`src/logic/sgmii_mgmt_pkg.sv`:
```
// Constants, field layouts and carrier types of the serial-link management set.
package sgmii_mgmt_pkg;

  // ==========================================================================
  // Widths and frame layout
  localparam int DATA_W     = 16;
  localparam int ADDR_W     = 5;
  localparam int HDR_BITS   = 13;
  localparam int CNT_W      = 4;
  localparam int HDR_ST     = 12;
  localparam int HDR_OP_HI  = 11;
  localparam int HDR_OP_LO  = 10;
  localparam int HDR_PHY_HI = 9;
  localparam int HDR_PHY_LO = 5;
  localparam logic [1:0] OP_READ  = 2'h2;
  localparam logic [1:0] OP_WRITE = 2'h1;
  localparam logic [CNT_W-1:0] HDR_LAST  = 4'hC;
  localparam logic [CNT_W-1:0] DATA_LAST = 4'hF;

  // ==========================================================================
  // Register offsets
  localparam logic [ADDR_W-1:0] A_CTRL   = 5'h00;
  localparam logic [ADDR_W-1:0] A_STATUS = 5'h01;
  localparam logic [ADDR_W-1:0] A_ID_HI  = 5'h02;
  localparam logic [ADDR_W-1:0] A_ID_LO  = 5'h03;
  localparam logic [ADDR_W-1:0] A_ADV    = 5'h04;
  localparam logic [ADDR_W-1:0] A_LP     = 5'h05;
  localparam logic [ADDR_W-1:0] A_EXP    = 5'h06;
  localparam logic [ADDR_W-1:0] A_NP_TX  = 5'h07;
  localparam logic [ADDR_W-1:0] A_NP_RX  = 5'h08;
  localparam logic [ADDR_W-1:0] A_EXT    = 5'h0F;
  localparam logic [ADDR_W-1:0] A_IRQ    = 5'h10;

  // ==========================================================================
  // Control register fields
  localparam int C_RESET = 15;
  localparam int C_LOOP  = 14;
  localparam int C_SPDL  = 13;
  localparam int C_ANEN  = 12;
  localparam int C_PDOWN = 11;
  localparam int C_ISO   = 10;
  localparam int C_RSTAN = 9;
  localparam int C_DUPLX = 8;
  localparam int C_COLT  = 7;
  localparam int C_SPDM  = 6;
  localparam int C_UNI   = 5;
  localparam logic [DATA_W-1:0] CTRL_FIXED = 16'h0140;

  // ==========================================================================
  // Status register fields and constant words
  localparam int S_ANDONE = 5;
  localparam int S_RFAULT = 4;
  localparam int S_LINK   = 2;
  localparam logic [DATA_W-1:0] STATUS_FIXED = 16'h01C8;
  localparam logic [DATA_W-1:0] EXT_STATUS   = 16'h8000;
  localparam logic [DATA_W-1:0] NP_TX_RESET  = 16'h0000;
  localparam logic [DATA_W-1:0] IRQ_RESET    = 16'h0000;

  // ==========================================================================
  // Carriers
  typedef struct packed {
    logic              valid;
    logic              write;
    logic [ADDR_W-1:0] addr;
    logic [DATA_W-1:0] wdata;
  } mgmt_req_t;

  typedef struct packed {
    logic serial_link_up;
    logic an_complete;
    logic remote_fault;
  } link_status_t;

  typedef struct packed {
    logic core_reset;
    logic an_restart;
    logic internal_loopback;
    logic ewrap;
    logic power_down;
    logic isolate;
    logic an_enable;
    logic unidirectional;
  } link_ctrl_t;

endpackage

```
`src/logic/mdio_frame_engine.sv`:
```
// Management frame engine: serial frames in, register requests out.
`timescale 1ns/10ps
module mdio_frame_engine (
  // Clock and reset
  input  wire logic                          mclk,
  input  wire logic                          rst_b,
  // Management pins, sampled on mclk
  input  wire logic                          mdc,
  input  wire logic                          mdio_in,
  output logic                               mdio_out,
  output logic                               mdio_oe_b,
  // Station address of this device
  input  wire logic [4:0]                    phy_address,
  // Register side
  output sgmii_mgmt_pkg::mgmt_req_t          req,
  input  wire logic [sgmii_mgmt_pkg::DATA_W-1:0] rdata
);

  typedef enum {IDLE, HEADER, TURN_ONE, TURN_TWO, DATA} frame_st_t;

  frame_st_t                              state;
  logic                                   mdc_prev;
  logic                                   bit_prev;
  logic [sgmii_mgmt_pkg::HDR_BITS-1:0]    hdr;
  logic [sgmii_mgmt_pkg::DATA_W-1:0]      sh;
  logic [sgmii_mgmt_pkg::CNT_W-1:0]       cnt;
  logic                                   is_read;
  logic                                   hit;
  logic                                   edge_up;
  logic [sgmii_mgmt_pkg::HDR_BITS-1:0]    next_hdr;
  logic [1:0]                             next_op;
  logic                                   next_hit;

  assign edge_up  = mdc & ~mdc_prev;
  assign next_hdr = {hdr[sgmii_mgmt_pkg::HDR_BITS-2:0], mdio_in};
  assign next_op  = next_hdr[sgmii_mgmt_pkg::HDR_OP_HI:
                             sgmii_mgmt_pkg::HDR_OP_LO];
  assign next_hit = next_hdr[sgmii_mgmt_pkg::HDR_ST] &&
    next_hdr[sgmii_mgmt_pkg::HDR_PHY_HI:sgmii_mgmt_pkg::HDR_PHY_LO]
      == phy_address;

  always_ff @(posedge mclk) begin
    if (!rst_b) begin
      mdc_prev <= 1'b0;
    end else begin
      mdc_prev <= mdc;
    end
  end

  // ==========================================================================
  // Frame sequencing
  // A frame opens on the first 0 after a 1, so a shortened preamble works.
  always_ff @(posedge mclk) begin
    if (!rst_b) begin
      state     <= IDLE;
      bit_prev  <= 1'b0;
      hdr       <= '0;
      sh        <= '0;
      cnt       <= '0;
      is_read   <= 1'b0;
      hit       <= 1'b0;
      req       <= '0;
      mdio_out  <= 1'b0;
      mdio_oe_b <= 1'b1;
    end else begin
      req.valid <= 1'b0;
      if (edge_up) begin
        bit_prev <= mdio_in;
        case (state)
          IDLE: begin
            cnt <= '0;
            if (bit_prev && !mdio_in) begin
              state <= HEADER;
            end
          end
          HEADER: begin
            hdr <= next_hdr;
            cnt <= cnt + 1'b1;
            if (cnt == sgmii_mgmt_pkg::HDR_LAST) begin
              is_read <= next_op == sgmii_mgmt_pkg::OP_READ;
              hit     <= next_hit && (next_op == sgmii_mgmt_pkg::OP_READ ||
                                      next_op == sgmii_mgmt_pkg::OP_WRITE);
              state   <= TURN_ONE;
              // The read is asked for now so data is ready two edges on.
              req.valid <= next_hit && next_op == sgmii_mgmt_pkg::OP_READ;
              req.write <= 1'b0;
              req.addr  <= next_hdr[sgmii_mgmt_pkg::ADDR_W-1:0];
            end
          end
          TURN_ONE: begin
            state <= TURN_TWO;
            if (is_read && hit) begin
              mdio_out  <= 1'b0;
              mdio_oe_b <= 1'b0;
            end
          end
          TURN_TWO: begin
            cnt   <= '0;
            state <= DATA;
            if (is_read && hit) begin
              mdio_out <= rdata[sgmii_mgmt_pkg::DATA_W-1];
              sh       <= {rdata[sgmii_mgmt_pkg::DATA_W-2:0], 1'b0};
            end
          end
          DATA: begin
            cnt <= cnt + 1'b1;
            if (is_read) begin
              mdio_out <= sh[sgmii_mgmt_pkg::DATA_W-1];
              sh       <= {sh[sgmii_mgmt_pkg::DATA_W-2:0], 1'b0};
            end else begin
              sh <= {sh[sgmii_mgmt_pkg::DATA_W-2:0], mdio_in};
            end
            if (cnt == sgmii_mgmt_pkg::DATA_LAST) begin
              state     <= IDLE;
              mdio_oe_b <= 1'b1;
              mdio_out  <= 1'b0;
              req.valid <= hit && !is_read;
              req.write <= 1'b1;
              req.wdata <= {sh[sgmii_mgmt_pkg::DATA_W-2:0], mdio_in};
            end
          end
          default: state <= IDLE;
        endcase
      end
    end
  end

endmodule

```
`src/logic/sgmii_mgmt_control_regs.sv`:
```
// Management register set of the serial-link sublayer, reached over MDIO.
`timescale 1ns/10ps
module sgmii_mgmt_control_regs #(
  parameter bit          TBI_VARIANT = 1'b0,
  // Identifier words; the values are arbitrary.
  parameter logic [15:0] ID_HIGH     = 16'h0000,
  parameter logic [15:0] ID_LOW      = 16'h0000
) (
  // Clock and reset
  input  wire logic                         mclk,
  input  wire logic                         rst_b,
  // Management pins
  input  wire logic                         mdc,
  input  wire logic                         mdio_in,
  output logic                              mdio_out,
  output logic                              mdio_oe_b,
  input  wire logic [4:0]                   phy_address,
  // State from the sublayer and negotiation logic
  input  wire sgmii_mgmt_pkg::link_status_t link_status,
  input  wire logic [15:0]                  adv_word,
  input  wire logic [15:0]                  partner_word,
  input  wire logic [15:0]                  expansion_word,
  input  wire logic [15:0]                  np_rx_word,
  // Controls to the sublayer
  output sgmii_mgmt_pkg::link_ctrl_t        link_ctrl,
  output logic [15:0]                       np_tx_word,
  output logic [15:0]                       an_irq_control
);

  sgmii_mgmt_pkg::mgmt_req_t req;
  logic [15:0]               rdata;
  logic                      soft_reset;
  logic                      loopback;
  logic                      an_enable;
  logic                      power_down;
  logic                      isolate;
  logic                      restart_an;
  logic                      unidir;
  logic                      link_latch;
  logic                      fault_latch;
  logic [15:0]               ctrl_word;
  logic [15:0]               status_word;
  logic [15:0]               next_rdata;
  logic                      rd_req;
  logic                      wr_ctrl;

  mdio_frame_engine engine (
    .mclk        (mclk),
    .rst_b       (rst_b),
    .mdc         (mdc),
    .mdio_in     (mdio_in),
    .mdio_out    (mdio_out),
    .mdio_oe_b   (mdio_oe_b),
    .phy_address (phy_address),
    .req         (req),
    .rdata       (rdata)
  );

  assign rd_req  = req.valid && !req.write;
  assign wr_ctrl = req.valid && req.write &&
                   req.addr == sgmii_mgmt_pkg::A_CTRL;

  // ==========================================================================
  // Control register
  // A core reset returns every field except the reset bit itself to its reset value;
  // it and rst_b are the only paths that lower power-down.
  always_ff @(posedge mclk) begin
    if (!rst_b) begin
      soft_reset <= 1'b0;
      loopback   <= 1'b0;
      an_enable  <= 1'b1;
      power_down <= 1'b0;
      isolate    <= 1'b1;
      restart_an <= 1'b0;
      unidir     <= 1'b0;
    end else if (wr_ctrl && req.wdata[sgmii_mgmt_pkg::C_RESET]) begin
      soft_reset <= 1'b1;
      loopback   <= 1'b0;
      an_enable  <= 1'b1;
      power_down <= 1'b0;
      isolate    <= 1'b1;
      restart_an <= 1'b0;
      unidir     <= 1'b0;
    end else if (wr_ctrl) begin
      soft_reset <= 1'b0;
      loopback   <= req.wdata[sgmii_mgmt_pkg::C_LOOP];
      an_enable  <= req.wdata[sgmii_mgmt_pkg::C_ANEN];
      power_down <= power_down |
                    req.wdata[sgmii_mgmt_pkg::C_PDOWN];
      isolate    <= req.wdata[sgmii_mgmt_pkg::C_ISO];
      restart_an <= req.wdata[sgmii_mgmt_pkg::C_RSTAN];
      unidir     <= req.wdata[sgmii_mgmt_pkg::C_UNI];
    end else begin
      soft_reset <= 1'b0;
      restart_an <= 1'b0;
    end
  end

  // ==========================================================================
  // Outputs to the sublayer, one cycle behind the register fields
  always_ff @(posedge mclk) begin
    if (!rst_b) begin
      link_ctrl <= '0;
      link_ctrl.an_enable <= 1'b1;
      link_ctrl.isolate   <= 1'b1;
    end else begin
      link_ctrl.core_reset        <= soft_reset;
      link_ctrl.an_restart        <= restart_an;
      link_ctrl.internal_loopback <= loopback && !TBI_VARIANT;
      link_ctrl.ewrap             <= loopback && TBI_VARIANT;
      link_ctrl.power_down        <= power_down && !TBI_VARIANT;
      link_ctrl.isolate           <= isolate;
      link_ctrl.an_enable         <= an_enable;
      link_ctrl.unidirectional    <= unidir;
    end
  end

  // ==========================================================================
  // Plain read/write words
  always_ff @(posedge mclk) begin
    if (!rst_b) begin
      np_tx_word     <= sgmii_mgmt_pkg::NP_TX_RESET;
      an_irq_control <= sgmii_mgmt_pkg::IRQ_RESET;
    end else if (req.valid && req.write) begin
      if (req.addr == sgmii_mgmt_pkg::A_NP_TX) begin
        np_tx_word <= req.wdata;
      end
      if (req.addr == sgmii_mgmt_pkg::A_IRQ) begin
        an_irq_control <= req.wdata;
      end
    end
  end

  // ==========================================================================
  // Latched link and fault status, refreshed by a read of the status word
  // A drop or a fault in the read cycle itself is kept, since the refresh
  // takes the live value rather than a constant.
  always_ff @(posedge mclk) begin
    if (!rst_b) begin
      link_latch  <= 1'b0;
      fault_latch <= 1'b0;
    end else if (rd_req && req.addr == sgmii_mgmt_pkg::A_STATUS) begin
      link_latch  <= link_status.serial_link_up;
      fault_latch <= link_status.remote_fault;
    end else begin
      link_latch  <= link_latch & link_status.serial_link_up;
      fault_latch <= fault_latch | link_status.remote_fault;
    end
  end

  // ==========================================================================
  // Read decode
  always_comb begin
    ctrl_word = sgmii_mgmt_pkg::CTRL_FIXED;
    ctrl_word[sgmii_mgmt_pkg::C_RESET] = soft_reset;
    ctrl_word[sgmii_mgmt_pkg::C_LOOP]  = loopback;
    ctrl_word[sgmii_mgmt_pkg::C_ANEN]  = an_enable;
    ctrl_word[sgmii_mgmt_pkg::C_PDOWN] = power_down;
    ctrl_word[sgmii_mgmt_pkg::C_ISO]   = isolate;
    ctrl_word[sgmii_mgmt_pkg::C_RSTAN] = restart_an;
    ctrl_word[sgmii_mgmt_pkg::C_UNI]   = unidir;
    status_word = sgmii_mgmt_pkg::STATUS_FIXED;
    status_word[sgmii_mgmt_pkg::S_ANDONE] = link_status.an_complete;
    status_word[sgmii_mgmt_pkg::S_RFAULT] = fault_latch;
    status_word[sgmii_mgmt_pkg::S_LINK]   = link_latch;
    case (req.addr)
      sgmii_mgmt_pkg::A_CTRL:   next_rdata = ctrl_word;
      sgmii_mgmt_pkg::A_STATUS: next_rdata = status_word;
      sgmii_mgmt_pkg::A_ID_HI:  next_rdata = ID_HIGH;
      sgmii_mgmt_pkg::A_ID_LO:  next_rdata = ID_LOW;
      sgmii_mgmt_pkg::A_ADV:    next_rdata = adv_word;
      sgmii_mgmt_pkg::A_LP:     next_rdata = partner_word;
      sgmii_mgmt_pkg::A_EXP:    next_rdata = expansion_word;
      sgmii_mgmt_pkg::A_NP_TX:  next_rdata = np_tx_word;
      sgmii_mgmt_pkg::A_NP_RX:  next_rdata = np_rx_word;
      sgmii_mgmt_pkg::A_EXT:    next_rdata = sgmii_mgmt_pkg::EXT_STATUS;
      sgmii_mgmt_pkg::A_IRQ:    next_rdata = an_irq_control;
      default:                  next_rdata = '0;
    endcase
  end

  always_ff @(posedge mclk) begin
    if (!rst_b) begin
      rdata <= '0;
    end else if (rd_req) begin
      rdata <= next_rdata;
    end
  end

  logic rd_ctrl;
  logic wr_hole;
  assign rd_ctrl = rd_req && req.addr == sgmii_mgmt_pkg::A_CTRL;
  assign wr_hole = req.valid && req.write &&
                   req.addr > sgmii_mgmt_pkg::A_NP_RX &&
                   req.addr != sgmii_mgmt_pkg::A_EXT &&
                   req.addr != sgmii_mgmt_pkg::A_IRQ;
endmodule

```
`config.mk`:
```
export PLATFORM = sky130hd
export DESIGN_NAME = sgmii_mgmt_control_regs
export DESIGN_NICKNAME = d
export VERILOG_FILES = /design/src/logic/sgmii_mgmt_pkg.sv /design/src/logic/mdio_frame_engine.sv /design/src/logic/sgmii_mgmt_control_regs.sv
export SDC_FILE = /design/constraint.sdc
export NUM_CORES = 1
export LEC_CHECK = 0
export BUFFER_PORTS_ARGS = -buffer_cell sky130_fd_sc_hd__buf_2
export CORE_UTILIZATION = 35
export CTS_CLUSTER_SIZE = 24
export DETAILED_ROUTE_END_ITERATION = 8
export SETUP_SLACK_MARGIN = 0.3
export SYNTH_ARGS = -nofsm -noshare
export SYNTH_HDL_FRONTEND = slang
export SYNTH_SLANG_ARGS = --single-unit
```
`constraint.sdc`:
```
create_clock -name mclk -period 1.78 [get_ports mclk]
set_input_delay 0.178 -clock mclk [delete_from_list [all_inputs] [get_ports mclk]]
set_output_delay 0.178 -clock mclk [all_outputs]
set_load 0.02 [all_outputs]
```
# Word-level counts from Yosys, hierarchy flattened
# Index checks and enable logic that the tools add are counted.
[totals]
output_inout_bits = 42
input_bits = 76
elab_cells = 125
reg_bits = 158
[classes]
reduce_logical = 38
add_sub_neg = 1
bitwise_logic = 7
eq_ne = 23
muxes = 22
[op_table]
columns = ["operator", "n"]
rows = [
  ["$pmux 32 s5", 1],
  ["$pmux 16 s9", 1],
  ["$mux 32", 3],
  ["$eq 32x2->1 const B", 2],
  ["$eq 32x1->1 const B", 1],
  ["$eq 32x3->1 const B", 1],
  ["$logic_not 32->1", 1],
  ["$pmux 16 s2", 1],
  ["$eq 5x3->1 const B", 4],
  ["$mux 16", 1],
  ["$reduce_and 4->1", 3],
  ["$logic_and 1x1->1", 11],
  ["$eq 5x4->1 const B", 2],
  ["$ne 2x1->1 const B", 5],
  ["$reduce_and 2->1", 5],
  ["$mux 1", 9],
  ["$reduce_and 3->1", 3],
  ["$eq 4x4->1 const B", 2],
  ["$pmux 4 s2", 1],
  ["$reduce_bool 2->1", 4],
  ["$mux 7", 1],
  ["$reduce_or 2->1", 3],
  ["$eq 5x1->1 const B", 1],
  ["$eq 5x5->1", 1],
  ["other kinds (18)", 24],
]

# Logic depth before layout (Yosys ltp)
# Gate-level depths: netlist (run 1).
[logic_depth]
ltp_word = 5
depth_mapped = 9
depth_no_buf = 7

# Cells and area by module
# A second synthesis (run 1) with hierarchy kept.
[unflattened]
hier_cells = 729
area_unflattened_um2 = 6214.7
[modules_own_cells]
columns = ["mod", "area_per_inst_um2", "instances", "cells_each", "seq_area_each_um2"]
rows = [
  ["sgmii_mgmt_control_regs", 3399.5, 1, 393, 1281.2],
  ["mdio_frame_engine", 2815.2, 1, 336, 1281.2],
]

# Worst setup path after synthesis (run 1)
# Ideal clock, no wire load.
[synth_path]
path_kind = "flip-flop to flip-flop"
startpoint = "register, netlist name engine.req[18]"
endpoint = "register rdata[15]"
setup_slack_ns = 0.025
stages_incl_launch_ff = 7
t_arrival_ns = 1.667
setup_time_ns = 0.088
path_cell_list = "dfxtp_1 > or3b_1 > buf_2 > nor3b_4 > buf_4 > a211oi_1 > a311oi_2"
[synth_via]
elab_chain_len = 2
word_cells_on_any_way = 10
classes_between = "8 x eq/ne; 1 x mux; 1 x reduce/logical"
[synth_rtl]
columns = ["element", "line", "text"]
rows = [
  ["$eq 5x5->1, or another cell as far along", "sgmii_mgmt_control_regs.sv:166", "case (req.addr)"],
  ["$pmux 16 s9 *", "sgmii_mgmt_control_regs.sv:166", ""],
  ["to (signal assigned)", "sgmii_mgmt_control_regs.sv:186", "rdata <= next_rdata;"],
  ["to (decl)", "sgmii_mgmt_control_regs.sv:31", "logic [15:0] rdata;"],
]
# Mark *: on every way between the ends. The rest lies on a longest branch, timed or not.
# A chain may end at the register's enable or synchronous reset.

# Worst setup path in the final report (run 1)
[layout_path]
startpoint = "register, netlist name engine.req[19]"
endpoint = "register rdata[1]"
[layout_via]
elab_chain_len = 2
word_cells_on_any_way = 10
classes_between = "8 x eq/ne; 1 x mux; 1 x reduce/logical"
[layout_rtl]
columns = ["element", "line"]
rows = [
  ["$eq 5x5->1, or another cell as far along", "sgmii_mgmt_control_regs.sv:166"],
  ["$pmux 16 s9 *", "sgmii_mgmt_control_regs.sv:166"],
]
# Marks and branches as above.

==> results.cfg, run 1 <==
[clock_network]
clk-insertion-delay-late_ns = 0.43
clock_path_buffers = 2
root_buffer = clkbuf_16
clkSinkCount = 128
htree_levels = 4
cts_buffers = 17
clk_pin_slew_worst_paths_ns = 0.06
cts_tree = yes

[power_and_ir_drop]
power.density_nw_per_um2 = 794
p_switching_mw = 1.52
p_int_mw = 5.70
p_leak_nw = 3.54
power_frac_clock_pct = 55.9
combPwrFrac_pct = 4.2
sw_frac_of_total_pct = 21.0
peakVddDrop_mv = 0.720
power.share.sequential_pct = 39.9

[grt]
grt_pass1_wl_um = 32000
antenna_found_initial = 0
grt_use_total_pct = 25.9
grt-ovfl-total = 0
grt_pass1_vias = 5605
grt_max_degree = 97

[yosys]
synthesis.area_um2 = 5670
synth_top_area_share_pct = 45.2
async_flop_share_pct = 0
postSynthCellCount = 693
synth_edf_count = 0
synth_top_cells_by_area = dfxtp_1, nand2_1, a21oi_1
synth_nets = 772
yosysWarnings = 0
yosys.area.top_type = dfxtp_1
synth_cell_type_count = 59
synth_top_flop_cell = dfxtp_1
ys_ff_latch = 128
synth.avg_cell_area_um2 = 8.18
ys_seq_area_share_pct = 45.2

[place]
dp_cells = 1032
place.gp.congestion = 0.910
port_buffers = 116
dpl_cell_area_um2 = 6890
dpl.hpwl_um = 13400

[setup_path]
rrSetupSlack_ns = 0.03
slowest_stage = or3b_4
cp.depth = 7
cp_max_fo = 6
reg2reg_from = engine.req[19]$_SDFFE_PN0P_
cp_num_buf_inv = 2
cp_data_required_time_ns = 2.15
crit_arrival_ns = 2.12
crit_type = flip-flop to flip-flop
critical_path.cell_chain = or3b_4 -> buf_6 -> nor3_4 -> buf_6 -> a22oi_1 -> a31oi_1 -> a21o_1
start_kind = flip-flop
crit_family = simple AND/OR/NAND/NOR gates
cpPeakStageDelay_ns = 0.44
cp-end-kind = flip-flop
reg2reg_to = rdata[1]$_SDFFE_PN0P_
crit_path_frequent_cell = buf_6
r2r_cells = 7

[sta]
tightestPinTransition_ns = 0.510
rsz0062_at_grt = true
setup_viol = 0
slew_violations = 0
relSlewSlack_pct = 66.0
period_share_pct = 98.6
hold_violations = 0
fmax_mhz = 570
finalClockSkew_ns = 0.00944
period_minus_slack_ns = 1.75
tns_ns = 0

[die]
dieHeight_um = 129
fp.coreArea_um2 = 15800
num_rows = 46
io_pins = 118
dieArea_um2 = 16700
start_util_pct = 35.8
die_w_um = 129

[worst_hold_path]
hold_path_class = input port to flip-flop
hold_start = link_status[0]
hold_depth = 3
holdPathEnd = fault_latch$_SDFF_PN0_

[finish]
layout_commonest_cell = dfxtp_1
drive_above_1_share_pct = 48.4
insertedDiodeCount = 0
areaGrowthSynthToFinish_pct = 60.5
final_cell_mix = dfxtp_1, buf_2, nand2_1
num-nets-final = 964
fin_cells = 1114
finalInstanceArea_um2 = 9090

[route]
drtAntennaViolNets = 0
drc_errors = 0
viasPerCell = 5.55
wl_per_cell_um = 19.6
via_count = 6182
routed_wl_um = 21800
dr.first_iter.drc_count = 592
drtPass1Iterations = 5

[run]
cap_violations = 0

[status]
outcome = completed
## what timing repair did
item	in CTS	in global routing
hold endpoints to repair	2	0
buffers inserted	33	5
gates resized for setup	155	116
setup endpoints to repair	100	114
cloned	9	1
hold buffers	2	0
pin swaps	83	63
## power groups by stage
stage                     registers [mW]  logic, mW  clock network [mW]
after floorplan                     2.94      0.104                   0
after global placement              2.94      0.247                   0
after detailed placement            2.95      0.245                   0
after CTS                           2.88      0.279                4.05
after global routing                2.88      0.323                4.16
final                               2.88      0.306                4.03
## worst min-delay path, cell delays in order
cell and delay [ns]:
buf_2 0.11, a21oi_1 0.05, nor2_1 0.07
## routing by layer
layer / track usage [%] / vias to the layer above / wire length [um]
li1: - / 2823 / -
met3: 6.69 / 79 / 1720
met5: 0 / - / 0
met2: 39.6 / 294 / 9810
met1: 33.2 / 2986 / 9360
met4: 14.5 / 0 / 941
## sequential cells by signal (all words and copies together) (netlist names), 3 cells and up
| name | count |
|---|---|
| np_tx_word | 16 |
| engine.req | 23 |
| rdata | 16 |
| engine.state | 3 |
| link_ctrl | 7 |
| engine.hdr | 12 |
| engine.cnt | 4 |
| an_irq_control | 16 |
| engine.sh | 16 |
## how the worst max path moves through the flow
stage / from / end / slack, ns
after global routing: engine.req[19]$_SDFFE_PN0P_ / rdata[15]$_SDFFE_PN0P_ / -0.03
after CTS: engine.req[20]$_SDFFE_PN0P_ / rdata[6]$_SDFFE_PN0P_ / 0.03
final: engine.req[19]$_SDFFE_PN0P_ / rdata[1]$_SDFFE_PN0P_ / 0.03
after global placement: engine.req[18]$_SDFFE_PN0P_ / rdata[4]$_SDFFE_PN0P_ / -0.15
after floorplan: engine.state[1]$_SDFFE_PN0P_ / engine.hit$_SDFFE_PN0P_ / 0.14
after detailed placement: engine.req[18]$_SDFFE_PN0P_ / rdata[4]$_SDFFE_PN0P_ / -0.1
## logic make-up (layout without fill, tap and decap cells)
family	Yosys count	after routing	share of synthesized area [%]
and+or+nand+nor	273	273	22.4
AOI/OAI and AO/OA	198	198	22.2
DFF	128	128	45.2
buffers and inverters	63	268	4.86
muxes	18	18	3.22
xor gates and xnor gates	9	9	1.39
adders and majority gates	3	3	0.663
other	1	1	0.0662
## cell type report
cell class	count	area (um2)
Tap cell	216	270
Inverter	10	40.0
Sequential cell	128	2590
Timing Repair Buffer	226	1920
Fill cell	1321	6730
Clock inverter	13	233
Multi-Input combinational cell	502	3580
Clock buffer	19	453
## synth_stat cells, types with 2 or more instances
| master | number |
|---|---|
| a211oi_1 | 19 |
| a21o_1 | 10 |
| a21oi_1 | 87 |
| a221oi_1 | 2 |
| a22oi_1 | 33 |
| a31oi_1 | 14 |
| a32oi_1 | 4 |
| a41o_1 | 4 |
| and2_1 | 9 |
| and3_1 | 10 |
| and3b_1 | 3 |
| buf_2 | 22 |
| buf_4 | 3 |
| clkbuf_1 | 27 |
| dfxtp_1 | 128 |
| ha_1 | 3 |
| inv_1 | 9 |
| mux2_2 | 2 |
| mux2i_1 | 16 |
| nand2_1 | 166 |
| nand2b_1 | 6 |
| nand3_1 | 15 |
| nand3b_1 | 3 |
| nor2_1 | 33 |
| nor2b_1 | 6 |
| nor3_1 | 4 |
| nor3b_4 | 2 |
| nor4_1 | 3 |
| o21ai_0 | 12 |
| or3_1 | 2 |
| xnor2_1 | 2 |
| xor2_1 | 7 |
## through the flow
| step | setup WS [ns] | util, % | total power, mW | hold WS [ns] |
|---|---|---|---|---|
| 2_1_floorplan | 0.143 | - | 3.04 | 0.251 |
| 3_3_place_gp | -0.150 | 43.5 | 3.19 | 0.410 |
| 3_5_place_dp | -0.0996 | 43.5 | 3.19 | 0.412 |
| 4_1_cts | 0.0307 | 54.5 | 7.21 | 0.0159 |
| 5_1_grt | -0.0252 | 57.5 | 7.36 | 0.0541 |
| 6_report | 0.0255 | 57.5 | 7.22 | 0.0296 |
Power figures use the tool's default switching activity.
==> run 2, diff against run 1 <==
--- a/config.mk
+++ b/config.mk
@@ -6,9 +6,10 @@
 export NUM_CORES = 1
 export LEC_CHECK = 0
 export BUFFER_PORTS_ARGS = -buffer_cell sky130_fd_sc_hd__buf_2
-export CORE_UTILIZATION = 35
+export CORE_UTILIZATION = 49
 export CTS_CLUSTER_SIZE = 24
 export DETAILED_ROUTE_END_ITERATION = 8
+export PLACE_DENSITY = 0.76
 export SETUP_SLACK_MARGIN = 0.3
 export SYNTH_ARGS = -nofsm -noshare
 export SYNTH_HDL_FRONTEND = slang
==> run 2 against run 1 <==
  * The run now ends with setup timing left
  * Wire length up 25%
  * First-iteration DRC count is 38% higher
  * Clock power about the same
  * Combinational power up 14%
  * Highest routed layer unchanged
  * Design area up 3.4%
  * Maximum frequency fell by 7.5%
  * Setup slack got worse by 0.14 ns
  * Flip-flop and latch count unchanged
  * Core utilization is 28 points higher
  * Final cell count decreased by 7.0%
  * Clock skew fell by 0.00060 ns
  * Largest cell class unchanged
==> results.cfg, run 2 (synthesis results as in run 1) <==
[finish]
areaGrowthSynthToFinish_pct = 66.0
top_register = engine.req
largest_reg_flops = 23
final_cell_mix = dfxtp_1, buf_2, nand2_1
num-nets-final = 961
drive_above_1_share_pct = 57.8
layout_commonest_cell = dfxtp_1

[clock_network]
cts_tree = yes
clk-insertion-delay-late_ns = 0.43
clock_path_buffers = 2
cts_buffers = 17
clk_pin_slew_worst_paths_ns = 0.06
htree_levels = 4
root_buffer = clkbuf_16
clkSinkCount = 128

[power_and_ir_drop]
p_int_mw = 5.67
peakVddDrop_mv = 1.05
p_switching_mw = 1.62
sw_frac_of_total_pct = 22.2
p_leak_nw = 4.15
power.density_nw_per_um2 = 774
power_frac_clock_pct = 55.6
combPwrFrac_pct = 4.8
power.share.sequential_pct = 39.6
p_total_mw = 7.28

[setup_path]
crit_arrival_ns = 2.24
r2r_cells = 7
cp_max_fo = 8
cp_data_required_time_ns = 2.12
crit_type = flip-flop to flip-flop
reg2reg_from = engine.req[20]$_SDFFE_PN0P_
worstSetupStartpoint = engine.req[20]$_SDFFE_PN0P_
rrSetupSlack_ns = -0.12
reg2reg_to = np_tx_word[1]$_SDFFE_PN0P_
cp-end-kind = flip-flop
start_kind = flip-flop

[route]
drtAntennaViolNets = 0
drtPass1Iterations = 5
routed_wl_um = 27300
wl_per_cell_um = 26.3
via_count = 6991
viasPerCell = 6.75
drc_errors = 0
dr.first_iter.drc_count = 816

[grt]
grt_pass1_vias = 5918
grt_use_total_pct = 34.8
antenna_found_initial = 0
grt-ovfl-total = 0
grt_pass1_wl_um = 30700
grt_max_degree = 56

[sta]
setup_viol = 33
relSlewSlack_pct = 58.9
setup_ws_ns = -0.118
tns_ns = -1.23
tightestPinTransition_ns = 0.615
rsz0062_at_grt = true
slew_violations = 0
finalClockSkew_ns = 0.00883
period_share_pct = 107
fmax_mhz = 527
hold_violations = 0
period_minus_slack_ns = 1.90

[place]
dpl.hpwl_um = 12400
place.gp.congestion = 0.960
port_buffers = 116

[worst_hold_path]
hold_depth = 2
holdPathEnd = engine.mdc_prev$_SDFF_PN0_
hold_start = mdc
hold_path_class = input port to flip-flop

[die]
start_util_pct = 51.4
num_rows = 38
fp.coreArea_um2 = 11000
io_pins = 118
die_w_um = 110
dieArea_um2 = 12000
dieHeight_um = 110

[status]
violations = setup timing
outcome = complete, but fails checks

[run]
cap_violations = 0
run 2: changes by cell type in the layout (fill, tap and decap cells not counted), sizes merged:
| cell | delta |
|---|---|
| nand3 | +2 |
| clkinvlp | -1 |
| bufinv | -1 |
| dlygate4sd3 | -1 |
| clkinv | +1 |
| and2 | +1 |
| clkbuf | +3 |
| buf | -7 |
| diode | +1 |
run 2: metrics by stage:
stage / worst slack (ns) / area (um2) / instances / utilization (%) / hold WS (ns)
after floorplan: 0.143 / 5820 / 693 / - / 0.251
after global placement: -0.113 / 6710 / 952 / 60.9 / 0.387
after detailed placement: -0.0998 / 6710 / 952 / 60.9 / 0.397
after CTS: 0.0768 / 8150 / 1012 / 73.9 / 0.00447
after global routing: -0.146 / 9400 / 1035 / 85.2 / 0.0592
final: -0.118 / 9410 / 1036 / 85.3 / 0.0294
run 2: power groups by stage:
| stage | Clock (mW) | Sequential [mW] | Combinational, mW |
|---|---|---|---|
| after global placement | 0 | 2.95 | 0.230 |
| final | 4.05 | 2.88 | 0.350 |
| after CTS | 3.97 | 2.88 | 0.268 |
| after floorplan | 0 | 2.94 | 0.104 |
| after detailed placement | 0 | 2.95 | 0.235 |
| after global routing | 4.17 | 2.88 | 0.362 |
run 2: timing repair:
item                                   4_1_cts  5_1_grt
gates resized for setup                    134      266
buffers inserted                            23       17
gates cloned                                 4        6
setup endpoints to repair                  112      115
hold buffers                                 1        0
pin swaps                                   55      111
endpoints found under the hold margin        1        0
run 2: final cells by class:
cell class,count,area (um2)
Tap cell,140,175
Multi-Input combinational cell,505,4180
Inverter,10,40.0
Clock inverter,12,203
Sequential cell,128,2590
Clock buffer,20,478
Timing Repair Buffer,220,1740
Fill cell,501,1630
Antenna cell,1,2.50
run 2: critical path, cell delays in order (launching register included):
cell	delay (ns)
dfxtp_2	0.34
or3b_4	0.45
buf_6	0.16
nor2_4	0.16
and3_4	0.26
buf_12	0.16
nand2_1	0.10
a21oi_2	0.17
run 2: worst max path at each step:
| stage | endpoint | cells after the start |
|---|---|---|
| finish | np_tx_word[1]$_SDFFE_PN0P_ | 7 |
| global route | np_tx_word[1]$_SDFFE_PN0P_ | 7 |
| CTS | rdata[12]$_SDFFE_PN0P_ | 7 |
| detailed placement | rdata[4]$_SDFFE_PN0P_ | 7 |
| global placement | rdata[4]$_SDFFE_PN0P_ | 7 |
| floorplan | engine.hit$_SDFFE_PN0P_ | 7 |
run 2: per-layer routing:
metal  up-vias  track usage [%]  share of wire (%)
met5         -                0                  0
met4         0             18.9                8.3
li1       2823                -                  -
met2       671             57.0                 43
met3       203             8.60                 12
met1      3294             42.0                 36
